==> src/logic/usf_pkg.sv <==
// usf_pkg: constants and carrier types for the uart status / flow block
// assumes the host port and the other uart registers live outside the block
package usf_pkg;

  // ***************************************************************
  // register offsets
  // ***************************************************************
  localparam logic [3:0] OFS_LINE_STATUS = 4'h5;
  localparam logic [3:0] OFS_SECOND_XON_CHAR = 4'h5;
  localparam logic [3:0] OFS_MODEM_STATUS = 4'h6;
  localparam logic [3:0] OFS_LEVELS = 4'h6;
  localparam logic [3:0] OFS_FIRST_XOFF_CHAR = 4'h6;

  // ***************************************************************
  // reset values and key values
  // ***************************************************************
  localparam logic [7:0] RST_CHAR = 8'h00;
  localparam logic [7:0] RST_LEVELS = 8'h00;
  localparam logic [7:0] RST_BYTE = 8'h00;
  localparam logic [7:0] LCR_ENHANCED_KEY = 8'hBF;

  // ***************************************************************
  // field positions
  // ***************************************************************
  localparam int LCR_DLAB = 7;
  localparam int MCR_LOOP = 4;
  localparam int MCR_OP2 = 3;
  localparam int MCR_SEL = 2;
  localparam int MCR_RTS = 1;
  localparam int MCR_DTR = 0;
  localparam int SFR_SEL = 2;
  localparam int EFR_ENH = 4;
  localparam int LS_FRAME = 3;
  localparam int LS_PARITY = 2;
  localparam int LS_OVERRUN = 1;
  localparam int LS_READY = 0;
  // modem input vector order: cts, dsr, ri, cd (bits 0..3)
  localparam int MI_CTS = 0;
  localparam int MI_DSR = 1;
  localparam int MI_RI = 2;
  localparam int MI_CD = 3;
  localparam int LV_HALT_LO = 0;
  localparam int LV_RESUME_LO = 4;
  localparam int LV_FIELD_W = 4;
  localparam int LV_SCALE_SH = 2; // threshold is field times four

  // ***************************************************************
  // carrier types
  // ***************************************************************
  typedef struct packed {
    logic [7:0] line_control;
    logic [7:0] modem_control;
    logic [7:0] special_feature;
    logic [7:0] enhanced_feature;
  } usf_ctl_t;

  typedef struct packed {
    logic frame_err;
    logic parity_err;
  } usf_head_t;

  typedef struct packed {
    logic [3:0] addr;
    logic wr;
    logic rd;
    logic [7:0] wdata;
  } usf_req_t;

endpackage : usf_pkg

==> src/logic/usf_status_flow.sv <==
// usf_status_flow: line status, modem status, flow thresholds and
// flow-control characters of a uart register file
// assumes a host-port decoder on the same clock presents single-cycle
// read and write strobes, and that the receive fifo lives outside
//
// Overview of operation
// - line status bit 3 shows framing error of the head character
// - line status bit 2 shows parity error of the head character
// - bit 1 flags overrun; character arriving into a full fifo is dropped
// - bit 0 is set while the receive fifo holds any character
// - second_xon_char and first_xoff_char reachable only with line control 0xBF, feature bit 2 low
// - flow characters are cleared by power-on reset only
// - modem status selected when dlab, modem control 2, feature 2 all low
// - outside loopback bits 7..4 are inverted cd, ri, dsr, cts inputs
// - in loopback bits 7,6,5,4 follow modem control bits 3,2,0,1
// - bits 3,1,0 set when cd, dsr, cts change in either direction
// - bit 2 set only on ring input low to high
// - any change flag with modem interrupt enabled raises the interrupt
// - levels register selected when enhanced 4, modem control 2 set
// - fill at or above four times halt field halts remote sender
// - fill at or below four times resume field resumes remote sender
// - first_xoff_char holds the eight-bit stop character for software flow
// - modem control bit 4 loops transmit output back to receive input
`timescale 1ns/1ps
`default_nettype none
module usf_status_flow #(
  parameter int LEVEL_W = 7
) (
  input wire logic CLK,
  input wire logic RST,
  input wire logic POR,
  input wire usf_pkg::usf_ctl_t CTL,
  input wire usf_pkg::usf_req_t REQ,
  output logic [7:0] RDATA,
  input wire logic MODEM_IRQ_EN,
  output logic MODEM_IRQ,
  input wire logic [3:0] LINE_STATUS_HI,
  input wire logic RX_ARRIVE,
  input wire usf_pkg::usf_head_t RX_ARRIVE_INFO,
  input wire logic RX_FULL,
  output logic RX_PUSH,
  output usf_pkg::usf_head_t RX_PUSH_INFO,
  input wire logic RX_HEAD_LOAD,
  input wire usf_pkg::usf_head_t RX_HEAD_INFO,
  input wire logic [LEVEL_W-1:0] RX_LEVEL,
  input wire logic AUTO_RTS_EN,
  input wire logic AUTO_SW_EN,
  output logic RTS_N,
  output logic SEND_XOFF,
  output logic SEND_XON,
  output logic [7:0] FIRST_XOFF_CHAR_CHAR,
  output logic [7:0] SECOND_XON_CHAR_CHAR,
  input wire logic CD_N,
  input wire logic RI_N,
  input wire logic DSR_N,
  input wire logic CTS_N,
  input wire logic RX_PIN,
  input wire logic TX_OUT,
  output logic RX_CORE
);
  import usf_pkg::*;

  // ***************************************************************
  // pin synchronisers
  // ***************************************************************
  logic [4:0] pin_raw;
  logic [4:0] pin_sync;

  // order: cts, dsr, ri, cd, serial receive
  assign pin_raw = {RX_PIN, CD_N, RI_N, DSR_N, CTS_N};

  usf_sync2 #(
    .WIDTH(5),
    .INIT(5'h1F)
  ) u_sync (
    .CLK(CLK),
    .RST(RST),
    .D(pin_raw),
    .Q(pin_sync)
  );

  // ***************************************************************
  // register selection
  // ***************************************************************
  logic loop_mode;
  logic enh_key;
  logic sfr_open;
  logic sel_second_xon_char;
  logic sel_first_xoff_char;
  logic sel_line;
  logic sel_modem;
  logic sel_levels;

  assign loop_mode = CTL.modem_control[MCR_LOOP];
  assign sfr_open = ~CTL.special_feature[SFR_SEL];
  assign enh_key = (CTL.line_control == LCR_ENHANCED_KEY);

  // character registers sit behind the enhanced key
  assign sel_second_xon_char = (REQ.addr == OFS_SECOND_XON_CHAR) && enh_key && sfr_open;
  assign sel_first_xoff_char = (REQ.addr == OFS_FIRST_XOFF_CHAR) && enh_key && sfr_open;
  assign sel_line = (REQ.addr == OFS_LINE_STATUS)
                    && ~CTL.line_control[LCR_DLAB];
  // modem status and level register share one offset
  assign sel_modem = (REQ.addr == OFS_MODEM_STATUS)
                     && ~CTL.line_control[LCR_DLAB]
                     && ~CTL.modem_control[MCR_SEL]
                     && sfr_open;
  assign sel_levels = (REQ.addr == OFS_LEVELS) && ~sel_first_xoff_char
                      && CTL.enhanced_feature[EFR_ENH]
                      && CTL.modem_control[MCR_SEL]
                      && sfr_open;

  // ***************************************************************
  // flow-control characters (power-on reset only)
  // ***************************************************************
  logic [7:0] second_xon_char_q;
  logic [7:0] first_xoff_char_q;

  // only the power-on reset clears these; RST leaves them alone
  always_ff @(posedge CLK or posedge POR) begin
    if (POR) begin
      second_xon_char_q <= RST_CHAR;
      first_xoff_char_q <= RST_CHAR;
    end else if (REQ.wr) begin
      if (sel_second_xon_char) begin
        second_xon_char_q <= REQ.wdata;
      end
      if (sel_first_xoff_char) begin
        first_xoff_char_q <= REQ.wdata;
      end
    end
  end

  // characters handed to the transmit side
  assign FIRST_XOFF_CHAR_CHAR = first_xoff_char_q;
  assign SECOND_XON_CHAR_CHAR = second_xon_char_q;

  // ***************************************************************
  // halt / resume levels register
  // ***************************************************************
  logic [7:0] levels_q;

  // written only where the shared offset selects it
  always_ff @(posedge CLK or posedge RST) begin
    if (RST) begin
      levels_q <= RST_LEVELS;
    end else if (REQ.wr && sel_levels) begin
      levels_q <= REQ.wdata;
    end
  end

  // ***************************************************************
  // receive fifo entry and line status
  // ***************************************************************
  logic frame_q;
  logic parity_q;
  logic overrun_q;
  logic line_rd;
  logic fifo_ready;

  assign line_rd = REQ.rd && sel_line;
  assign fifo_ready = (RX_LEVEL != '0);

  // a character arriving into a full fifo is not written
  assign RX_PUSH = RX_ARRIVE && ~RX_FULL;
  assign RX_PUSH_INFO = RX_ARRIVE_INFO;

  // head flags reload each time a new character reaches the head
  always_ff @(posedge CLK or posedge RST) begin
    if (RST) begin
      frame_q <= 1'b0;
      parity_q <= 1'b0;
    end else if (RX_HEAD_LOAD) begin
      frame_q <= RX_HEAD_INFO.frame_err;
      parity_q <= RX_HEAD_INFO.parity_err;
    end else if (~fifo_ready) begin
      frame_q <= 1'b0;
      parity_q <= 1'b0;
    end
  end

  // overrun stays until line status is read; a new overrun wins
  always_ff @(posedge CLK or posedge RST) begin
    if (RST) begin
      overrun_q <= 1'b0;
    end else if (RX_ARRIVE && RX_FULL) begin
      overrun_q <= 1'b1;
    end else if (line_rd) begin
      overrun_q <= 1'b0;
    end
  end

  // ***************************************************************
  // modem input levels and change flags
  // ***************************************************************
  logic [3:0] pin_level;
  logic [3:0] loop_level;
  logic [3:0] mi_level;
  logic [3:0] mi_prev_q;
  logic [3:0] delta_q;
  logic [3:0] delta_set;
  logic modem_rd;

  // complement of the pins (order cts, dsr, ri, cd)
  assign pin_level = ~pin_sync[3:0];

  // loopback substitutes modem control bits
  assign loop_level[MI_CD] = CTL.modem_control[MCR_OP2];
  assign loop_level[MI_RI] = CTL.modem_control[MCR_SEL];
  assign loop_level[MI_DSR] = CTL.modem_control[MCR_DTR];
  assign loop_level[MI_CTS] = CTL.modem_control[MCR_RTS];

  assign mi_level = loop_mode ? loop_level : pin_level;
  assign modem_rd = REQ.rd && sel_modem;

  // any-edge detect for cd, dsr, cts; rising pin edge only for ring
  always_comb begin
    delta_set = mi_level ^ mi_prev_q;
    // ring pin low to high is status bit high to low
    delta_set[MI_RI] = mi_prev_q[MI_RI] & ~mi_level[MI_RI];
  end

  // previous levels for the edge detector
  always_ff @(posedge CLK or posedge RST) begin
    if (RST) begin
      mi_prev_q <= '0;
    end else begin
      mi_prev_q <= mi_level;
    end
  end

  // change flags: set wins over the read that clears them
  always_ff @(posedge CLK or posedge RST) begin
    if (RST) begin
      delta_q <= '0;
    end else if (modem_rd) begin
      delta_q <= delta_set;
    end else begin
      delta_q <= delta_q | delta_set;
    end
  end

  // interrupt while any change flag is set and enabled
  always_ff @(posedge CLK or posedge RST) begin
    if (RST) begin
      MODEM_IRQ <= 1'b0;
    end else if (modem_rd) begin
      MODEM_IRQ <= MODEM_IRQ_EN && (delta_set != '0);
    end else begin
      MODEM_IRQ <= MODEM_IRQ_EN && ((delta_q | delta_set) != '0);
    end
  end

  // ***************************************************************
  // automatic flow control thresholds
  // ***************************************************************
  logic [LEVEL_W-1:0] halt_lvl;
  logic [LEVEL_W-1:0] resume_lvl;
  logic at_halt;
  logic at_resume;
  logic halted_q;
  logic go_halt;
  logic go_resume;

  // fields scaled by four
  assign halt_lvl = LEVEL_W'({levels_q[LV_HALT_LO +: LV_FIELD_W], 2'b00});
  assign resume_lvl = LEVEL_W'({levels_q[LV_RESUME_LO +: LV_FIELD_W], 2'b00});
  assign at_halt = (RX_LEVEL >= halt_lvl);
  assign at_resume = (RX_LEVEL <= resume_lvl);
  // software keeps resume below halt; halt is checked first
  assign go_halt = ~halted_q && at_halt;
  assign go_resume = halted_q && at_resume && ~at_halt;

  // hysteresis between the two thresholds
  always_ff @(posedge CLK or posedge RST) begin
    if (RST) begin
      halted_q <= 1'b0;
    end else if (~AUTO_RTS_EN && ~AUTO_SW_EN) begin
      halted_q <= 1'b0;
    end else if (go_halt) begin
      halted_q <= 1'b1;
    end else if (go_resume) begin
      halted_q <= 1'b0;
    end
  end

  // request-to-send pin and xon/xoff send requests
  always_ff @(posedge CLK or posedge RST) begin
    if (RST) begin
      RTS_N <= 1'b1;
      SEND_XOFF <= 1'b0;
      SEND_XON <= 1'b0;
    end else begin
      if (AUTO_RTS_EN) begin
        RTS_N <= go_halt || (halted_q && ~go_resume);
      end else begin
        RTS_N <= ~CTL.modem_control[MCR_RTS];
      end
      SEND_XOFF <= AUTO_SW_EN && go_halt;
      SEND_XON <= AUTO_SW_EN && go_resume;
    end
  end

  // ***************************************************************
  // internal loopback of the serial data
  // ***************************************************************
  // receive path takes transmit output while looped
  always_ff @(posedge CLK or posedge RST) begin
    if (RST) begin
      RX_CORE <= 1'b1;
    end else begin
      RX_CORE <= loop_mode ? TX_OUT : pin_sync[4];
    end
  end

  // ***************************************************************
  // read data
  // ***************************************************************
  logic [7:0] line_word;
  logic [7:0] modem_word;
  logic [7:0] rd_d;

  // error flags read as zero as soon as the fifo runs empty, not one cycle later
  assign line_word = {LINE_STATUS_HI, frame_q & fifo_ready, parity_q & fifo_ready, overrun_q,
                      fifo_ready};
  // flags shown before any clear of this read
  assign modem_word = {mi_level[MI_CD], mi_level[MI_RI], mi_level[MI_DSR],
                       mi_level[MI_CTS], delta_q[MI_CD], delta_q[MI_RI],
                       delta_q[MI_DSR], delta_q[MI_CTS]};

  // select the addressed register
  always_comb begin
    rd_d = RST_BYTE;
    if (sel_second_xon_char) begin
      rd_d = second_xon_char_q;
    end else if (sel_first_xoff_char) begin
      rd_d = first_xoff_char_q;
    end else if (sel_line) begin
      rd_d = line_word;
    end else if (sel_modem) begin
      rd_d = modem_word;
    end else if (sel_levels) begin
      rd_d = levels_q;
    end
  end

  // read data held until the next read
  always_ff @(posedge CLK or posedge RST) begin
    if (RST) begin
      RDATA <= RST_BYTE;
    end else if (REQ.rd) begin
      RDATA <= rd_d;
    end
  end

endmodule : usf_status_flow
`default_nettype wire

==> src/logic/usf_sync2.sv <==
// usf_sync2: two flip-flop synchroniser, one stage pair per bit
// assumes inputs come from pins outside the clock domain
`timescale 1ns/1ps
`default_nettype none
module usf_sync2 #(
  parameter int WIDTH = 4,
  parameter logic [WIDTH-1:0] INIT = '1
) (
  input wire logic CLK,
  input wire logic RST,
  input wire logic [WIDTH-1:0] D,
  output logic [WIDTH-1:0] Q
);

  // ***************************************************************
  // per-bit stages
  // ***************************************************************
  genvar g;
  generate
    for (g = 0; g < WIDTH; g++) begin : g_bit
      logic meta_q;
      logic sync_q;
      // first stage feeds only the second
      always_ff @(posedge CLK or posedge RST) begin
        if (RST) begin
          meta_q <= INIT[g];
          sync_q <= INIT[g];
        end else begin
          meta_q <= D[g];
          sync_q <= meta_q;
        end
      end
      assign Q[g] = sync_q;
    end
  endgenerate

endmodule : usf_sync2
`default_nettype wire

==> config.mk <==
export PLATFORM = sky130hd
export DESIGN_NAME = usf_status_flow
export DESIGN_NICKNAME = d
export VERILOG_FILES = /design/src/logic/usf_pkg.sv /design/src/logic/usf_status_flow.sv /design/src/logic/usf_sync2.sv
export SDC_FILE = /design/constraint.sdc
export NUM_CORES = 1
export LEC_CHECK = 0
export ABC_AREA = 1
export BUFFER_PORTS_ARGS = -buffer_cell sky130_fd_sc_hd__buf_2
export CAP_MARGIN = 40
export CELL_PAD_IN_SITES_DETAIL_PLACEMENT = 0
export CELL_PAD_IN_SITES_GLOBAL_PLACEMENT = 2
export CORE_MARGIN = 8
export CORE_UTILIZATION = 28
export CTS_CLUSTER_DIAMETER = 200
export DETAILED_ROUTE_END_ITERATION = 12
export MAX_ROUTING_LAYER = met4
export PLACE_DENSITY = 0.85
export SYNTH_ARGS = -nofsm -noshare
export SYNTH_HDL_FRONTEND = slang
export SYNTH_SLANG_ARGS = --single-unit
==> constraint.sdc <==
create_clock -name CLK -period 1.91 [get_ports CLK]
set_input_delay 0.0955 -clock CLK [delete_from_list [all_inputs] [get_ports CLK]]
set_output_delay 0.0955 -clock CLK [all_outputs]
set_load 0.03 [all_outputs]
== Yosys cells after proc, flatten, opt, wreduce, memory -nomap -nowiden ==
Cells that the tools add are included.

* Equal/unequal tests: 4
* Bitwise gates (word level): 18
* Reduce and logical (&&, ||, !) cells: 34
* Multiplexer cells: 18
* Order comparisons: 2

{| class="wikitable"
|+ Operators with widths
! kind !! count
|-
| 2-to-1 mux 8 bit || 5
|-
| logical AND 1 bit || 26
|-
| inverter 1 bit || 12
|-
| 2-to-1 mux 1 bit || 11
|-
| == test 4 x 3 -> 1 bit (second input constant) || 2
|-
| == test 8 bit (second input constant) || 1
|-
| 2-to-1 mux 4 bit || 2
|-
| nonzero test 4 bit || 2
|-
| >= comparator 7 x 6 -> 1 bit || 1
|-
| less-or-equal comparator 7 x 6 -> 1 bit || 1
|-
| nonzero test 7 bit || 1
|-
| inverter 4 bit || 1
|-
| bitwise OR 4 bit || 1
|-
| AND reduction 2 bit || 2
|-
| XOR 4 bit || 1
|-
| bitwise AND 1 bit || 3
|-
| nonzero test 3 bit || 1
|-
| != test 2 bit (second input constant) || 1
|-
| nonzero test 2 bit || 1
|-
| logical OR 1 bit || 1
|}

* Register bits: 59
* Word-level logic and storage cells: 101

== Depth between registers and ports, before layout ==
Gate-level depths: netlist of run 1.

* Depth after elaboration: 13
* Depth in mapped cells: 10

== Modules after synthesis ==
From an unflattened synthesis of run 1, not the netlist that was laid out.

* Cells, all modules: 351
* Area, all modules: 3094.2 sq um

{| class="wikitable"
|+ Modules (own cells, without submodules)
! module !! seq. area each (sq um) !! times used !! cells an instance !! area each (sq um)
|-
| usf_status_flow || 1228.7 || 1 || 335 || 2790.2
|-
| usf_sync2 || 262.8 || 1 || 16 || 304.0
|}

== Worst setup path after synthesis of run 1 ==
No wires, ideal clock.

* Path kind: register -> register
* From: reg levels_q[2]
* To: reg halted_q
* Clock period less this slack: 1344 ps
* Arrival: 1226 ps
* Setup slack: 566 ps
* Cell stages (with the launch flop): 11
* Setup time: 118 ps
* Cell sequence: dfrtp_1 > inv_1 > ha_1 > nand2_1 > inv_1 > nand4_1 > o211ai_1 > nor2_1 > nand2_1 > nand2_1 > nand2_1

* Cells in the longest elaborated chain, start to end: 4
* Elaborated cells between the ends (all ways): 7
* Those cells by class: order compare: 1; mux: 2; bitwise: 1; reduce/logical: 3

{| class="wikitable"
|+ Ends and longest elaborated chain
! what !! line !! source
|-
| start: declaration || usf_status_flow.sv:141 || <nowiki>logic [7:0] levels_q;</nowiki>
|-
| start signal: assignment || usf_status_flow.sv:148 || <nowiki>levels_q <= REQ.wdata;</nowiki>
|-
| >= comparator 7 x 6 -> 1 bit (*) || usf_status_flow.sv:268 || <nowiki>assign at_halt = (RX_LEVEL >= halt_lvl);</nowiki>
|-
| logical AND 1 bit or inverter 1 bit (tied branches) || usf_status_flow.sv:271, usf_status_flow.sv:272 ||
|-
| 2-to-1 mux 1 bit or logical AND 1 bit (tied branches) || usf_status_flow.sv:280, usf_status_flow.sv:272 ||
|-
| 2-to-1 mux 1 bit or nonzero test 3 bit (tied branches) || - ||
|-
| end signal: assignment || usf_status_flow.sv:277 || <nowiki>halted_q <= 1'b0;</nowiki>
|-
| end signal: assignment || usf_status_flow.sv:279 || <nowiki>halted_q <= 1'b0;</nowiki>
|-
| end signal: assignment || usf_status_flow.sv:281 || <nowiki>halted_q <= 1'b1;</nowiki>
|-
| end: declaration || usf_status_flow.sv:261 || <nowiki>logic halted_q;</nowiki>
|}

Every way passes the cells marked *; elsewhere a longest branch is shown, timed or not.
A chain may end at the register's enable or synchronous reset.

== Worst setup path after layout of run 1 ==
Same ends and word-level chain as after synthesis.

==> impl_metrics.py, run 1 <==
metrics = {
    "status": {
        "status": "complete, no violations",
    },
    "clocking": {
        "path_clk_slew_ns": 0.06,
        "cts_sinks": 59,
        "cts_tree": "built",
        "cts_buffer_depth": 2,
        "cts_buffers": 9,
        "cts_resized": 0,
        "clkLatencyLatePin_ns": 0.34,
        "htreeDepth": 3,
        "root_buffer": "clkbuf_8",
    },
    "route": {
        "vias_per_cell": 4.44,
        "drt_pre_antenna_iters": 4,
        "ant_nets": 0,
        "wl_per_cell_um": 14.4,
        "dr_total_vias": 2673,
        "drtIter0Drc": 104,
        "routed_wl_um": 8650,
        "drc": 0,
    },
    "synth": {
        "synth_top_cell_area_share": 0.385,
        "syn_nets": 429,
        "syn_avg_cell_area_um2": 8.85,
        "synth_area_um2": 3050,
        "synth-seq-area-share": 0.489,
        "yosysTopAreaCell": "dfrtp_1",
        "synthArstFlopShare": 1.00,
        "ys_ff_latch": 59,
        "synth_top_flop_cell": "dfrtp_1",
        "yosys_warnings": 0,
        "synthCells": 345,
        "netlist-cell-type-count": 35,
        "synth_edf_count": 0,
        "synth_area_leaders": "dfrtp_1, nand2_1, dfstp_2, nand3_1, inv_1",
    },
    "finish": {
        "drive_gt1_frac": 0.323,
        "instances_no_fill": 602,
        "fillCellCount": 1173,
        "area_growth_pct": 31.6,
        "final_common_cell": "nand2_1",
        "diodes": 0,
        "final_area_um2": 4020,
        "layout_common_cells": "nand2_1, buf_2, dfrtp_1, nand3_1, inv_1",
        "fin_nets": 541,
    },
    "floorplan": {
        "dieArea_um2": 14500,
        "ios": 108,
        "core_um2": 10700,
        "floorplan.rows": 38,
        "start_util": 0.284,
        "die_w_um": 120,
        "die_h_um": 120,
    },
    "placed_design": {
        "place_hpwl_um": 6850,
        "placed_area_um2": 3600,
        "io_buffers": 86,
        "dp.cells": 565,
        "dpl_worst_slack_ns": 0.398,
        "gp_congestion": 0.784,
    },
    "worst_setup_path": {
        "required_ns": 2.14,
        "endpoint_kind": "flop",
        "critPathKind": "flop to flop",
        "crit_fanout": 3,
        "crit_top_cell": "nand2_1",
        "cpPeakStageDelay_ns": 0.38,
        "worst-path-buf-inv": 2,
        "startpoint_type": "flop",
        "rr_startpoint": "levels_q[2]",
        "cp.arrival_ns": 1.74,
        "crit_chain": "inv_1, ha_1, nand2_1, inv_1, nand4_1, o211ai_1, nor2_1, nand2_1, nand2_1, nand2_1",
        "crit_slowest_cell": "dfrtp_1",
        "cp-startpoint": "levels_q[2]",
        "cp_top_family": "simple AND/OR/NAND/NOR gates",
    },
    "pwr": {
        "powerDensity_nw_per_um2": 723,
        "p_seq_frac": 0.467,
        "ir_worst_vdd_uv": 338,
        "p_switching_mw": 0.747,
        "p_comb_frac": 0.133,
        "pwr-share-clk": 0.400,
        "p_sw_frac": 0.257,
        "power_leakage_nw": 2.16,
        "p_int_mw": 2.16,
    },
    "grt": {
        "grt_pass1_vias": 2790,
        "track_usage": 0.127,
        "grt_max_degree": 44,
        "grt_overflow": 0,
        "antenna_found_initial": 0,
        "grt_pass1_wl_um": 14100,
    },
    "sta": {
        "tightest_slew_ns": 0.590,
        "clock.fmax_ghz": 0.660,
        "setup_tns_ns": 0,
        "setup_viol": 0,
        "finClkSkew_ns": 0.00403,
        "final-hold-violation-count": 0,
        "drv_slew": 0,
        "relSlewSlack": 0.606,
        "min_period_over_period": 0.793,
        "layout_setup_ws_ns": 0.396,
        "layout_min_cycle_time_ns": 1.51,
        "rsz0062_at_grt": "false",
    },
    "hold_path": {
        "hp-class": "input pin to flop",
        "hold_path.startpoint": "REQ[1]",
    },
    "run": {
        "maxCapViolations": 0,
    },
}
==> final timing paths <==
| check | to | slack, ns | depth (start not counted) |
|---|---|---|---|
| max in group asynchronous | u_sync.g_bit[3].sync_q | 1.08 | 4 |
| min in group asynchronous | SECOND_XON_CHAR_CHAR[4] | 0.36 | 3 |
| hold / removal | levels_q[1] | 0.01 | 3 |
| hold reg to reg | u_sync.g_bit[1].sync_q | 0.36 | 0 |
| setup reg to reg | halted_q | 0.40 | 10 |
| setup / recovery | halted_q | 0.40 | 10 |
==> worst register-to-register path, delay by kind of cell (launching register included) <==
family                   cells  cell delay, ns
flip-flops                   1            0.38
buffers and inverters        2            0.14
AND/OR/NAND/NOR              6            0.51
AO/OA/AOI/OAI                1            0.12
adder cells (fa/ha/maj)      1            0.27
==> cells in the mapped netlist, drive strengths merged (2+ instances only) <==
master	instances
ha	8
nand4	5
inv	38
o21bai	8
o211ai	2
dfstp	12
nand2	100
dfrtp	47
a21oi	2
nor2	19
nand3b	8
nand3	44
nor3	2
buf	9
o21a	2
o21ai	30
xnor2	3
==> flip-flops by register name (all words and copies together), names as in the netlist, 4 cells and up <==
name	flops
FIRST_XOFF_CHAR_CHAR	8
u_sync.g_bit.meta_q	5
delta_q	4
SECOND_XON_CHAR_CHAR	8
u_sync.g_bit.sync_q	5
RDATA	8
levels_q	8
mi_prev_q	4
==> repair_timing <==
item	4_1_cts	5_1_grt
setup buffers	0	0
hold buffers	21	0
setup endpoints to repair	0	0
endpoints found under the hold margin	63	0
==> cells by family after synthesis <==
kind of cell,share of synthesized area
mux,0.00369
simple gates,0.289
fa+ha+maj,0.0328
xor+xnor,0.00861
compound gates,0.102
buf+inv,0.0750
flops,0.489
==> metrics by stage <==
stage                      util  total power [mW]  hold WS, ns
after global routing      0.374              3.06      0.00388
final                     0.374              2.90       0.0109
after floorplan               -              1.59      0.00924
after global placement    0.335              1.73        0.185
after detailed placement  0.335              1.74        0.191
after CTS                 0.374              2.95      0.00235
==> metal layers <==
metal,up-vias,share of wire,GRT usage
met5,-,0,-
met4,0,0.015,0.0492
met3,10,0.049,0.0298
met2,67,0.48,0.205
met1,1250,0.46,0.152
li1,1346,-,-
==> final cells by class <==
type                       count  area [um2]  area share
timing repair buffer         111         671       0.167
tap                          140         175      0.0436
multi-input combinational    238        1330       0.332
sequential                    59        1490       0.371
inverter                      38         143      0.0355
clock inverter                 4        50.0      0.0125
clock buffer                  12         155      0.0386
==> power by group through the flow <==
stage | Combinational [mW] | Clock, mW | Sequential (mW)
2_1_floorplan | 0.203 | 0 | 1.39
3_3_place_gp | 0.352 | 0 | 1.38
3_5_place_dp | 0.360 | 0 | 1.38
4_1_cts | 0.395 | 1.20 | 1.36
5_1_grt | 0.440 | 1.26 | 1.36
6_report | 0.386 | 1.16 | 1.36
No activity file was read; power rests on OpenSTA's default activity.
==> inputs of run 2 (changes only) <==
--- a/config.mk
+++ b/config.mk
@@ -11,11 +11,11 @@
 export CELL_PAD_IN_SITES_DETAIL_PLACEMENT = 0
 export CELL_PAD_IN_SITES_GLOBAL_PLACEMENT = 2
 export CORE_MARGIN = 8
-export CORE_UTILIZATION = 28
+export CORE_UTILIZATION = 26
 export CTS_CLUSTER_DIAMETER = 200
 export DETAILED_ROUTE_END_ITERATION = 12
 export MAX_ROUTING_LAYER = met4
-export PLACE_DENSITY = 0.85
+export PLACE_DENSITY = 0.84
 export SYNTH_ARGS = -nofsm -noshare
 export SYNTH_HDL_FRONTEND = slang
 export SYNTH_SLANG_ARGS = --single-unit
==> constraint.sdc (replaced) <==
create_clock -name CLK -period 1.35 [get_ports CLK]
set_input_delay 0.0675 -clock CLK [delete_from_list [all_inputs] [get_ports CLK]]
set_output_delay 0.0675 -clock CLK [all_outputs]
set_load 0.03 [all_outputs]
==> run 2 against run 1 <==
Effect of this change:
- combinational power rose by 72%
- the flow now finishes with violations (setup timing)
- global-route usage fell by 0.43 points
- worst setup slack got worse by 0.50 ns
- highest routed layer unchanged
- wire length rose by 2.6%
==> impl_metrics.py, run 2 (synthesis gave the netlist of run 1 again) <==
metrics = {
    "route": {
        "routed_wl_um": 8870,
        "vias_per_cell": 4.38,
        "drc": 0,
        "wl_per_cell_um": 14.2,
        "ant_nets": 0,
        "drtIter0Drc": 149,
        "dr_total_vias": 2742,
        "drt_pre_antenna_iters": 6,
    },
    "finish": {
        "regArea_um2": 1490,
        "diodes": 0,
        "layout_common_cells": "nand2_1, buf_2, dfrtp_1, nand3_1, inv_1",
        "instances_no_fill": 626,
        "drive_gt1_frac": 0.369,
        "fillCellCount": 1177,
        "area_growth_pct": 43.1,
        "final_common_cell": "nand2_1",
        "fin_nets": 562,
        "multiInputGateArea_um2": 1380,
    },
    "sta": {
        "setup_viol": 3,
        "layout_min_cycle_time_ns": 1.45,
        "final-hold-violation-count": 0,
        "drv_slew": 0,
        "min_period_over_period": 1.07,
        "clock.fmax_ghz": 0.690,
        "layout_setup_ws_ns": -0.100,
        "finClkSkew_ns": 0.00421,
        "rsz0062_at_grt": "true",
        "relSlewSlack": 0.609,
        "tightest_slew_ns": 0.586,
    },
    "pwr": {
        "p_sw_frac": 0.242,
        "pwr-share-clk": 0.464,
        "p_int_mw": 3.65,
        "p_comb_frac": 0.138,
        "ir_worst_vdd_uv": 565,
        "p_seq_frac": 0.398,
        "power_leakage_nw": 2.31,
        "powerDensity_nw_per_um2": 1100,
        "power_mw": 4.82,
        "p_switching_mw": 1.16,
    },
    "floorplan": {
        "floorplan.rows": 39,
        "core_um2": 11400,
        "start_util": 0.267,
        "die_h_um": 124,
        "ios": 108,
        "dieArea_um2": 15500,
        "die_w_um": 124,
    },
    "worst_setup_path": {
        "cp.arrival_ns": 1.67,
        "critPathKind": "flop to flop",
        "endpoint_kind": "flop",
        "rrSetupSlack_ns": -0.10,
        "required_ns": 1.57,
        "crit_fanout": 3,
        "startpoint_type": "flop",
    },
    "placed_design": {
        "io_buffers": 86,
        "place_hpwl_um": 7080,
        "dp.cells": 583,
        "gp_congestion": 0.787,
        "dpl_worst_slack_ns": -0.119,
    },
    "clocking": {
        "root_buffer": "clkbuf_16",
        "path_clk_slew_ns": 0.05,
        "clkLatencyLatePin_ns": 0.33,
        "cts_buffers": 9,
        "htreeDepth": 3,
        "cts_tree": "built",
        "cts_sinks": 59,
        "cts_buffer_depth": 2,
    },
    "grt": {
        "antenna_found_initial": 0,
        "grt_pass1_wl_um": 15100,
        "grt_max_degree": 44,
        "track_usage": 0.123,
        "grt_pass1_vias": 2864,
        "grt_overflow": 0,
    },
    "status": {
        "status": "finished with violations",
        "violations": "setup timing",
    },
    "hold_path": {
        "hp-class": "input pin to flop",
    },
    "run": {
        "maxCapViolations": 0,
    },
}
-- run 2: changes by cell type in the layout (fill, tap and decap cells not counted), moves of 3 or more --
cell	change
clkbuf_16	+9
buf_12	+4
clkbuf_8	-10
buf_4	+14
inv_1	-6
inv_2	+5
dlygate4sd3_1	+3
-- run 2: final cells by class --
cell class                 count  share of cell area
timing repair buffer         132               0.203
tap                          143              0.0410
multi-input combinational    238               0.315
clock buffer                  11              0.0556
sequential                    59               0.341
inverter                      38              0.0326
clock inverter                 5              0.0120
-- run 2: critical path: stages (launching register included) --
cell and delay (ns):
dfrtp_1 0.39, inv_2 0.08, ha_4 0.20, nand2_2 0.07, inv_2 0.03, nand4_1 0.06, o211ai_1 0.11, nor2_1 0.17
nand2_1 0.09, nand2_1 0.08, nand2_1 0.05
-- run 2: per-stage QoR --
step / cell area, um2 / TNS, ns / hold slack, ns / util
finish: 4370 / -0.178 / 0.0264 / 0.383
global placement: 3770 / -0.124 / 0.113 / 0.330
global route: 4370 / -0.629 / 0.0473 / 0.383
detailed placement: 3770 / -0.330 / 0.120 / 0.330
CTS: 4350 / -0.141 / 0.000410 / 0.381
floorplan: 3050 / 0 / -0.0188 / -
-- run 2: final timing paths --
check | to | depth (start not counted) | start
setup / recovery | halted_q | 10 | levels_q[2]
hold / removal | SECOND_XON_CHAR_CHAR[0] | 3 | REQ[0]
setup reg to reg | halted_q | 10 | levels_q[2]
hold reg to reg | u_sync.g_bit[0].sync_q | 0 | u_sync.g_bit[0].meta_q
max in group asynchronous | FIRST_XOFF_CHAR_CHAR[7] | 3 | POR
min in group asynchronous | SEND_XOFF | 4 | RST
-- run 2: power groups by stage --
stage               combinational, mW  clock, mW  sequential (mW)
global route                    0.744       2.36             1.93
CTS                             0.662       2.29             1.92
floorplan                       0.287          0             1.97
global placement                0.566          0             1.94
finish                          0.664       2.24             1.92
detailed placement              0.574          0             1.94
-- run 2: metal layers --
| layer | track usage | share of wire | vias to the layer above |
|---|---|---|---|
| li1 | - | - | 1395 |
| met1 | 0.154 | 0.46 | 1264 |
| met2 | 0.186 | 0.47 | 68 |
| met3 | 0.0289 | 0.048 | 15 |
| met4 | 0.0524 | 0.020 | 0 |
| met5 | - | 0 | - |
-- run 2: what timing repair did --
| item | CTS | global route |
|---|---|---|
| hold endpoints to repair | 64 | 1 |
| hold buffers | 23 | 1 |
| gates resized for setup | 8 | 4 |
| setup endpoints to repair | 4 | 4 |
| pin swaps | 4 | 2 |
| setup buffers | 3 | 0 |
